**src/rtl/gbc_params.svh**
```systemverilog
`ifndef GBC_PARAMS_SVH
`define GBC_PARAMS_SVH
`define GBC_CMD_GO_LOCAL      7'h01
`define GBC_CMD_SEL_CLEAR     7'h04
`define GBC_CMD_GROUP_TRIG    7'h08
`define GBC_CMD_LOCKOUT       7'h11
`define GBC_CMD_DEV_CLEAR     7'h14
`define GBC_CMD_POLL_ENABLE   7'h18
`define GBC_CMD_POLL_DISABLE  7'h19
`define GBC_CMD_UNLISTEN      7'h3F
`define GBC_CMD_UNTALK        7'h5F
`define GBC_GRP_MSB           6
`define GBC_GRP_LSB           5
`define GBC_GRP_COMMAND       2'h0
`define GBC_GRP_LISTEN        2'h1
`define GBC_GRP_TALK          2'h2
`define GBC_GRP_SECONDARY     2'h3
`define GBC_ADDR_MSB          4
`define GBC_CMD_MSB           6
`define GBC_SYNC_RESET        3'h0
`define GBC_DEFAULT_ADDR      5'h0_C
`endif

```
**src/rtl/gbc_pkg.sv**
```systemverilog
package gbc_pkg;
  typedef enum logic [1:0] {
    GBC_HS_IDLE  = 2'b00,
    GBC_HS_TAKEN = 2'b01,
    GBC_HS_WAIT  = 2'b10
  } gbc_hs_state_t;

  typedef struct packed {
    logic       atn;
    logic       ifc;
    logic       ren;
    logic       eoi;
    logic       dav;
  } gbc_mgmt_t;

  typedef struct packed {
    logic [7:0] data;
    logic       eoi;
  } gbc_byte_t;
endpackage

```
**src/rtl/gbc_sync.sv**
```systemverilog
`timescale 1ns/1ps
`default_nettype none
module gbc_sync #(
  parameter int WIDTH = 13
) (
  input  wire logic             clk,
  input  wire logic             rst,
  input  wire logic [WIDTH-1:0] din,
  output var  logic [WIDTH-1:0] dout
);
  logic [WIDTH-1:0] s1_reg;
  logic [WIDTH-1:0] s2_reg;
  logic [WIDTH-1:0] s3_reg;
  logic [WIDTH-1:0] out_reg;
  logic [WIDTH-1:0] out_next;

  if (WIDTH < 1) begin : g_bad_width
    $error("gbc_sync width must be positive");
  end

  // a change counts once the second and third stages agree
  always_comb begin
    out_next = out_reg;
    for (int i = 0; i < WIDTH; i++) begin
      if (s2_reg[i] == s3_reg[i]) begin
        out_next[i] = s3_reg[i];
      end
    end
  end

  always_ff @(posedge clk) begin
    if (rst) begin
      s1_reg  <= '1;
      s2_reg  <= '1;
      s3_reg  <= '1;
      out_reg <= '1;
    end else begin
      s1_reg  <= din;
      s2_reg  <= s1_reg;
      s3_reg  <= s2_reg;
      out_reg <= out_next;
    end
  end

  assign dout = out_reg;
endmodule
`default_nettype wire

```
**src/rtl/gbc_decoder.sv**
```systemverilog
// Summary of operation
// - device pulls service request low when it needs attention
// - the sourcing party marks the final byte with end-or-identify
// - remote enable asserted with attention high puts the device into remote operation
// - interface clear drops talk and listen addressing
// - attention low bytes are commands; attention high bytes are data
// - universal commands act at once without addressing
// - local lockout (11) disables front panel controls
// - device clear (14) returns device to its power-up state
// - serial poll enable (18) enters serial poll mode
// - serial poll disable (19) leaves serial poll mode
// - addressed commands are obeyed only while addressed to listen
// - selective device clear (04) when listening acts like device clear
// - go-to-local (01) when listening leaves remote and releases lockout
// - group execute trigger (08) fires the trigger, optionally unaddressed
// - unlisten (3F) drops listener state
// - untalk (5F) drops talker state
// - listen addresses 20..3F carry primary address in low five bits
// - talk addresses 40..5F with matching address make device talker
// - secondary command group bytes are ignored
// - top data bit is don't-care when decoding commands
// - attention high bytes are forwarded to the command parser only while addressed to listen
// - every bus line is active low
// - not-data-accepted released only after byte latched while valid
`timescale 1ns/1ps
`default_nettype none
`include "gbc_params.svh"
module gbc_decoder #(
  parameter bit TRIG_UNADDRESSED = 1'b0
) (
  input  wire logic             clk,
  input  wire logic             rst,
  input  wire logic [7:0]       dio_n_in,
  input  wire logic             atn_n,
  input  wire logic             ifc_n,
  input  wire logic             ren_n,
  input  wire logic             eoi_n_in,
  input  wire logic             dav_n,
  output logic                  nrfd_n_out,
  output logic                  nrfd_n_oe,
  output logic                  ndac_n_out,
  output logic                  ndac_n_oe,
  output logic                  srq_n_out,
  output logic                  srq_n_oe,
  input  wire logic [4:0]       primary_addr,
  input  wire logic             service_req,
  input  wire logic             parser_ready,
  output logic                  data_valid,
  output gbc_pkg::gbc_byte_t    data_out,
  output logic                  remote,
  output logic                  lockout,
  output logic                  listener,
  output logic                  talker,
  output logic                  serial_poll,
  output logic                  dev_clear,
  output logic                  trigger
);
  localparam int SYNC_W = 13;
  logic [SYNC_W-1:0]      sync_in;
  logic [SYNC_W-1:0]      sync_out;
  gbc_pkg::gbc_mgmt_t     mg;
  logic [7:0]             bus_data;
  logic                   bus_eoi;

  gbc_pkg::gbc_hs_state_t hs_reg;
  gbc_pkg::gbc_hs_state_t hs_next;
  logic [7:0]             byte_reg;
  logic [7:0]             byte_next;
  logic                   atn_reg;
  logic                   atn_next;
  logic                   eoi_reg;
  logic                   eoi_next;
  logic                   decode_go;

  logic                   remote_reg;
  logic                   remote_next;
  logic                   lockout_reg;
  logic                   lockout_next;
  logic                   listen_reg;
  logic                   listen_next;
  logic                   talk_reg;
  logic                   talk_next;
  logic                   spoll_reg;
  logic                   spoll_next;
  logic                   clear_reg;
  logic                   clear_next;
  logic                   trig_reg;
  logic                   trig_next;
  logic                   dvalid_reg;
  logic                   dvalid_next;
  gbc_pkg::gbc_byte_t     dout_reg;
  gbc_pkg::gbc_byte_t     dout_next;

  // all bus lines active low: invert once to active-high levels
  assign sync_in = {dio_n_in, atn_n, ifc_n, ren_n, eoi_n_in, dav_n};

  gbc_sync #(
    .WIDTH (SYNC_W)
  ) u_sync (
    .clk  (clk),
    .rst  (rst),
    .din  (sync_in),
    .dout (sync_out)
  );

  assign bus_data = ~sync_out[12:5];
  assign mg.atn   = ~sync_out[4];
  assign mg.ifc   = ~sync_out[3];
  assign mg.ren   = ~sync_out[2];
  assign mg.eoi   = ~sync_out[1];
  assign mg.dav   = ~sync_out[0];
  assign bus_eoi  = mg.eoi;

  function automatic logic [1:0] grp_of(input logic [7:0] b);
    grp_of = b[`GBC_GRP_MSB:`GBC_GRP_LSB];
  endfunction

  function automatic logic addr_hit(input logic [7:0] b,
                                    input logic [4:0] a);
    addr_hit = (b[`GBC_ADDR_MSB:0] == a);
  endfunction

  // acceptor handshake: hold off while a data byte awaits the parser
  always_comb begin
    hs_next   = hs_reg;
    byte_next = byte_reg;
    atn_next  = atn_reg;
    eoi_next  = eoi_reg;
    decode_go = 1'b0;
    case (hs_reg)
      gbc_pkg::GBC_HS_IDLE: begin
        if (mg.dav && (mg.atn || !dvalid_reg)) begin
          byte_next = bus_data;
          atn_next  = mg.atn;
          eoi_next  = bus_eoi;
          hs_next   = gbc_pkg::GBC_HS_TAKEN;
        end
      end
      gbc_pkg::GBC_HS_TAKEN: begin
        decode_go = 1'b1;
        hs_next   = gbc_pkg::GBC_HS_WAIT;
      end
      gbc_pkg::GBC_HS_WAIT: begin
        if (!mg.dav) begin
          hs_next = gbc_pkg::GBC_HS_IDLE;
        end
      end
      default: hs_next = gbc_pkg::GBC_HS_IDLE;
    endcase
  end

  // command interpreter
  always_comb begin
    logic [6:0] code;
    code         = byte_reg[`GBC_CMD_MSB:0];
    remote_next  = mg.ren ? remote_reg : 1'b0;
    lockout_next = mg.ren ? lockout_reg : 1'b0;
    listen_next  = listen_reg;
    talk_next    = talk_reg;
    spoll_next   = spoll_reg;
    clear_next   = 1'b0;
    trig_next    = 1'b0;
    dvalid_next  = dvalid_reg && !parser_ready;
    dout_next    = dout_reg;
    if (mg.ren && !remote_reg && !mg.atn) begin
      remote_next = 1'b1;
    end
    if (decode_go && atn_reg) begin
      case (grp_of(byte_reg))
        `GBC_GRP_COMMAND: begin
          case (code)
            `GBC_CMD_LOCKOUT: lockout_next = 1'b1;
            `GBC_CMD_DEV_CLEAR: clear_next = 1'b1;
            `GBC_CMD_POLL_ENABLE: spoll_next = 1'b1;
            `GBC_CMD_POLL_DISABLE: spoll_next = 1'b0;
            `GBC_CMD_SEL_CLEAR: clear_next = listen_reg;
            `GBC_CMD_GO_LOCAL: begin
              if (listen_reg) begin
                remote_next  = 1'b0;
                lockout_next = 1'b0;
              end
            end
            `GBC_CMD_GROUP_TRIG:
              trig_next = listen_reg || TRIG_UNADDRESSED;
            default: ;
          endcase
        end
        `GBC_GRP_LISTEN: begin
          if (code == `GBC_CMD_UNLISTEN) begin
            listen_next = 1'b0;
          end else if (addr_hit(byte_reg, primary_addr)) begin
            listen_next = 1'b1;
          end
        end
        `GBC_GRP_TALK: begin
          if (code == `GBC_CMD_UNTALK) begin
            talk_next = 1'b0;
          end else if (addr_hit(byte_reg, primary_addr)) begin
            talk_next = 1'b1;
          end else begin
            talk_next = 1'b0;
          end
        end
        default: ;
      endcase
    end
    if (decode_go && !atn_reg && listen_reg) begin
      dvalid_next    = 1'b1;
      dout_next.data = byte_reg;
      dout_next.eoi  = eoi_reg;
    end
    if (mg.ifc) begin
      listen_next = 1'b0;
      talk_next   = 1'b0;
      spoll_next  = 1'b0;
    end
  end

  always_ff @(posedge clk) begin
    if (rst) begin
      hs_reg      <= gbc_pkg::GBC_HS_IDLE;
      byte_reg    <= '0;
      atn_reg     <= 1'b0;
      eoi_reg     <= 1'b0;
      remote_reg  <= 1'b0;
      lockout_reg <= 1'b0;
      listen_reg  <= 1'b0;
      talk_reg    <= 1'b0;
      spoll_reg   <= 1'b0;
      clear_reg   <= 1'b0;
      trig_reg    <= 1'b0;
      dvalid_reg  <= 1'b0;
      dout_reg    <= '0;
    end else begin
      hs_reg      <= hs_next;
      byte_reg    <= byte_next;
      atn_reg     <= atn_next;
      eoi_reg     <= eoi_next;
      remote_reg  <= remote_next;
      lockout_reg <= lockout_next;
      listen_reg  <= listen_next;
      talk_reg    <= talk_next;
      spoll_reg   <= spoll_next;
      clear_reg   <= clear_next;
      trig_reg    <= trig_next;
      dvalid_reg  <= dvalid_next;
      dout_reg    <= dout_next;
    end
  end

  assign nrfd_n_oe  = (hs_reg != gbc_pkg::GBC_HS_IDLE) || mg.dav
                      || (dvalid_reg && !mg.atn);
  assign nrfd_n_out = 1'b0;
  assign ndac_n_oe  = (hs_reg == gbc_pkg::GBC_HS_IDLE);
  assign ndac_n_out = 1'b0;
  assign srq_n_oe   = service_req;
  assign srq_n_out  = 1'b0;

  assign remote      = remote_reg;
  assign lockout     = lockout_reg;
  assign listener    = listen_reg;
  assign talker      = talk_reg;
  assign serial_poll = spoll_reg;
  assign dev_clear   = clear_reg;
  assign trigger     = trig_reg;
  assign data_valid  = dvalid_reg;
  assign data_out    = dout_reg;

  AST_DECODE_ONCE: assert property (@(posedge clk) disable iff (rst)
    decode_go |=> !decode_go [*2]) else $error("decode twice");
  AST_NDAC_AFTER_LATCH: assert property (@(posedge clk)
    disable iff (rst)
    $fell(ndac_n_oe) |-> $past(mg.dav) && byte_reg == $past(bus_data))
    else $error("ndac released early");
  AST_IFC_CLEARS: assert property (@(posedge clk) disable iff (rst)
    mg.ifc |=> !listen_reg && !talk_reg)
    else $error("ifc kept addressing");
  AST_UNL: assert property (@(posedge clk) disable iff (rst)
    decode_go && atn_reg && byte_reg[6:0] == `GBC_CMD_UNLISTEN
    |=> !listen_reg) else $error("unlisten ignored");
  AST_UNT: assert property (@(posedge clk) disable iff (rst)
    decode_go && atn_reg && byte_reg[6:0] == `GBC_CMD_UNTALK
    |=> !talk_reg) else $error("untalk ignored");
  AST_LLO: assert property (@(posedge clk) disable iff (rst)
    decode_go && atn_reg && byte_reg[6:0] == `GBC_CMD_LOCKOUT && mg.ren
    |=> lockout_reg) else $error("lockout ignored");
  AST_SPE: assert property (@(posedge clk) disable iff (rst)
    decode_go && atn_reg && byte_reg[6:0] == `GBC_CMD_POLL_ENABLE && !mg.ifc
    |=> spoll_reg) else $error("poll enable ignored");
  AST_SPD: assert property (@(posedge clk) disable iff (rst)
    decode_go && atn_reg && byte_reg[6:0] == `GBC_CMD_POLL_DISABLE
    |=> !spoll_reg) else $error("poll disable ignored");
  AST_DCL: assert property (@(posedge clk) disable iff (rst)
    decode_go && atn_reg && byte_reg[6:0] == `GBC_CMD_DEV_CLEAR
    |=> clear_reg ##1 !clear_reg) else $error("clear pulse bad");
  AST_DATA_FWD: assert property (@(posedge clk) disable iff (rst)
    decode_go && !atn_reg && listen_reg
    |=> data_valid && data_out.data == $past(byte_reg))
    else $error("data not forwarded");
  AST_SRQ: assert property (@(posedge clk) disable iff (rst)
    srq_n_oe == service_req && srq_n_out == 1'b0)
    else $error("srq mismatch");
endmodule
`default_nettype wire

```
**config.mk**
```make
export PLATFORM = sky130hd
export DESIGN_NAME = gbc_decoder
export DESIGN_NICKNAME = d
export VERILOG_FILES = /design/src/rtl/gbc_pkg.sv /design/src/rtl/gbc_sync.sv /design/src/rtl/gbc_decoder.sv
export VERILOG_INCLUDE_DIRS = /design/src /design/src/rtl
export SDC_FILE = /design/constraint.sdc
export NUM_CORES = 1
export LEC_CHECK = 0
export BUFFER_PORTS_ARGS = -buffer_cell sky130_fd_sc_hd__buf_2
export CAP_MARGIN = 30
export CORE_ASPECT_RATIO = 0.5
export CORE_MARGIN = 2
export CORE_UTILIZATION = 30
export DETAILED_ROUTE_END_ITERATION = 10
export GPL_TIMING_DRIVEN = 0
export SETUP_SLACK_MARGIN = 0.2
export SYNTH_ARGS = -nofsm -noshare
export SYNTH_HDL_FRONTEND = slang
export SYNTH_HIERARCHICAL = 1
export SYNTH_SLANG_ARGS = --single-unit
```
**constraint.sdc**
```tcl
create_clock -name clk -period 2.3 [get_ports clk]
set_input_delay 0.345 -clock clk [delete_from_list [all_inputs] [get_ports clk]]
set_output_delay 0.345 -clock clk [all_outputs]
set_load 0.03 [all_outputs]
```
==> out/qor_table.md <==
| Parameter | Value | Unit |
| --- | --- | --- |
| Run status | completed | - |
| Total Routed Length | 5370 | microns |
| Cells after Synth | 281 | - |
| Max incr delay on CP | 0.38 | ns |
| Crit share post-route | 0.677 | - |
| Min-delay src | ifc_n | - |
| Highest achievable clock rate | 643 | MHz |
| Quantity of I/O buffers inserted on ports | 40 | - |
| Setup fix buffers added after clock tree synthesis | 0 | - |
| Max-slew violations | 0 | - |
| Per-cell routed wire length | 11.3 | microns |
| ANT cells | 0 | - |
| Hold-fix buffers, CTS | 0 | - |
| Total gr overflow | 0 | - |
| Category of the critical setup timing path | register to primary output | - |
| Cell depth of the worst min-delay path | 2 | - |
| Sequential share of the synthesized area | 0.559 | - |
| Skew final | 0.00703 | ns |
| Area fraction of the dominant cell type after synthesis | 0.559 | - |
| Share of final-layout standard cells stronger than drive strength 1 | 0.283 | - |
| Clock Sinks | 81 | - |
| Number of remaining DRC errors | 0 | - |
| Number of iterations in the first detailed-routing pass | 4 | - |
| PostCTS Resize Cnt | 0 | - |
| Syn Std Cell Area | 2900 | sq um |
| Minimum clock period after layout | 1.56 | ns |
| Count of fill cells added during filler insertion | 946 | - |
| Buffering stage count on the worst path with inverters included | 1 | - |
| Endpoint kind of the worst setup timing path | primary output | - |
| Initial drt markers | 140 | - |
| Commonest non-fill, non-tap cell in the layout | sky130_fd_sc_hd__dfxtp_1 | - |
| Count of max-cap constraint violations | 0 | - |
| Primary flip-flop cell chosen by synthesis mapping | sky130_fd_sc_hd__dfxtp_1 | - |
| Area of the core region | 9420 | sq um |
| I/O pin cnt | 45 | - |
| Worst endpoint data arrival time | 1.21 | ns |
| Die height | 73.6 | microns |
| Leading post-synthesis cells by cell area | sky130_fd_sc_hd__dfxtp_1, sky130_fd_sc_hd__or2_1, sky130_fd_sc_hd__a211oi_2, sky130_fd_sc_hd__a21oi_1, sky130_fd_sc_hd__o21bai_1 | - |
| Number of failing hold endpoints at the final stage | 0 | - |
| Async set-or-reset flop fraction in the synthesized netlist | 0 | - |
| Top fanout value on the critical path | 5 | - |
| Clock input transition at the sequential cells of the worst setup and hold paths | 0.06 | ns |
| DP HPWL | 3760 | microns |
| Endpoint of the worst hold-timing path | u_sync/s1_reg[3] | - |
| Yosys warning total | 6 | - |
| Worst supply voltage drop on vdd | 381 | uV |
| Post-layout util | 0.381 | - |
| Total setup violations reported at the end of the flow | 0 | - |
| Path depth of the worst reg2reg path | 5 | - |
| Pin count of the biggest net entering global routing | 15 | - |
| X dimension of the die | 143 | microns |
| Starting density of the core | 0.308 | - |
| Combined global-route utilization of all metal layers | 0.114 | - |
| Ratio of total power to cell area | 834 | nW/um^2 |
| Cell class contributing the biggest share of worst-path delay | flip-flops | - |
| First-pass GRT wire length | 8900 | microns |
| Highest-count cells in the layout ignoring fill and taps | sky130_fd_sc_hd__dfxtp_1, sky130_fd_sc_hd__buf_2, sky130_fd_sc_hd__or2_1 | - |
| Average cell area after synthesis | 10.3 | sq um |
| Final-stage net count | 356 | - |
| Data required, critical path | 1.96 | ns |
| Critical path startpoint category | register | - |
| Via count of the first global-routing pass | 1815 | - |
| Total stage count of the critical path | 3 | - |
| Inserted Clock Buffers | 9 | - |
| Startpoint of the lowest-slack register-to-register path | u_sync/dout[4] | - |
| Clk root buf | sky130_fd_sc_hd__clkbuf_16 | - |
| Last weighted congestion value of the routability-driven placer | 0.759 | - |
| Vias after detailed routing | 1965 | - |
| H-Tree Depth | 3 | - |
| Worst-path cell with the longest stage delay | sky130_fd_sc_hd__dfxtp_1 | - |
| Clk buf depth | 2 | - |
| Vias per inst | 4.15 | - |
| Worst skew pair latency | 0.34 | ns |
| Post-route antenna net violation count | 0 | - |
| Number of enable flip-flop cells after synthesis | 0 | - |
| Post-Route Setup TNS | 0 | ns |
| Row count | 25 | - |
| Leakage power summed over all cells | 1.43 | nW |
| Antenna violations before repair | 0 | - |
| Setup repair after global routing missed its margin | no | - |
| Sequential cell area | 1620 | sq um |
| Synthesized flop and latch total | 81 | - |
| Cell Chain, Critical Path | a211oi_2, nand2_1, buf_2 | - |
| Area Overhead vs Synth | 23.5 | % |
| Die area | 10500 | sq um |
| Worst hold path type | primary input to register | - |
| Clock tree from TritonCTS | built | - |
| Worst R2R Setup Slack | 1.01 | ns |
| Total area of multi-input combinational cells | 1100 | sq um |
| Library cells used by synthesis | 38 | - |
| Largest area contributor in the synthesized netlist | sky130_fd_sc_hd__dfxtp_1 | - |
| R2r endpoint | byte_reg[5] | - |
stage by stage:
stage	std cells	area [sq um]	worst slack (ns)	power [W]	hold WS, ns
floorplan	283	2910	1.01	0.00154	0.383
global placement	458	3280	0.986	0.00158	0.388
detailed placement	458	3280	0.945	0.00158	0.388
CTS	474	3590	0.727	0.00302	0.168
global route	474	3590	0.650	0.00310	0.174
finish	474	3590	0.744	0.00299	0.182
power by group:
group          internal, W  switching (W)
Clock             0.000878       0.000568
Combinational    0.0000511      0.0000482
Sequential         0.00143      0.0000120
worst max path at each step:
stage                     slack [ns]          end      startpoint
after floorplan                 1.01  byte_reg[2]      data_valid
after global placement          0.99    hs_reg[1]             rst
after detailed placement        0.94    hs_reg[1]             rst
after CTS                       0.73    nrfd_n_oe  u_sync/dout[4]
after global routing            0.65    nrfd_n_oe       hs_reg[1]
final                           0.74    nrfd_n_oe  u_sync/dout[4]
synthesized netlist by cell type (3+ instances only):
| library cell | number |
|---|---|
| sky130_fd_sc_hd__buf_4 | 4 |
| sky130_fd_sc_hd__buf_2 | 3 |
| sky130_fd_sc_hd__a211oi_2 | 10 |
| sky130_fd_sc_hd__o21bai_1 | 13 |
| sky130_fd_sc_hd__nand2_1 | 20 |
| sky130_fd_sc_hd__a21oi_1 | 24 |
| sky130_fd_sc_hd__nand4_1 | 3 |
| sky130_fd_sc_hd__nand2b_1 | 3 |
| sky130_fd_sc_hd__nor3_1 | 4 |
| sky130_fd_sc_hd__xor2_1 | 5 |
| sky130_fd_sc_hd__nor2_2 | 9 |
| sky130_fd_sc_hd__buf_6 | 7 |
| sky130_fd_sc_hd__or2_1 | 37 |
| sky130_fd_sc_hd__dfxtp_1 | 81 |
| sky130_fd_sc_hd__nor2_1 | 25 |
per-layer routing:
layer | up-vias | GRT usage | part of all wire
li1 | 1042 | - | -
met1 | 866 | 0.155 | 0.54
met2 | 50 | 0.149 | 0.37
met3 | 7 | 0.0561 | 0.068
met4 | 0 | 0.0517 | 0.020
met5 | - | 0 | 0
worst register-to-register path, stage by stage, from the launching register on:
cell                       delay (ns)
sky130_fd_sc_hd__dfxtp_1         0.38
sky130_fd_sc_hd__a211oi_2        0.24
sky130_fd_sc_hd__and2b_4         0.22
sky130_fd_sc_hd__buf_12          0.14
sky130_fd_sc_hd__nor2_2          0.05
sky130_fd_sc_hd__a211oi_2        0.18
kinds of logic after synthesis:
kind of cell	synth area share
simple gates	0.223
flops	0.559
compound gates	0.131
buf+inv	0.0634
xor+xnor	0.0151
mux	0.00690
other cells	0.00129
area by class of cell:
class                      count  share of cell area
clock inverter                 5              0.0178
multi-input combinational    182               0.308
sequential                    81               0.452
inverter                       1             0.00105
clock buffer                  11              0.0677
buffer                        19              0.0502
timing repair buffer          40              0.0558
tap                          135              0.0471
Power figures use the tool's default switching activity.
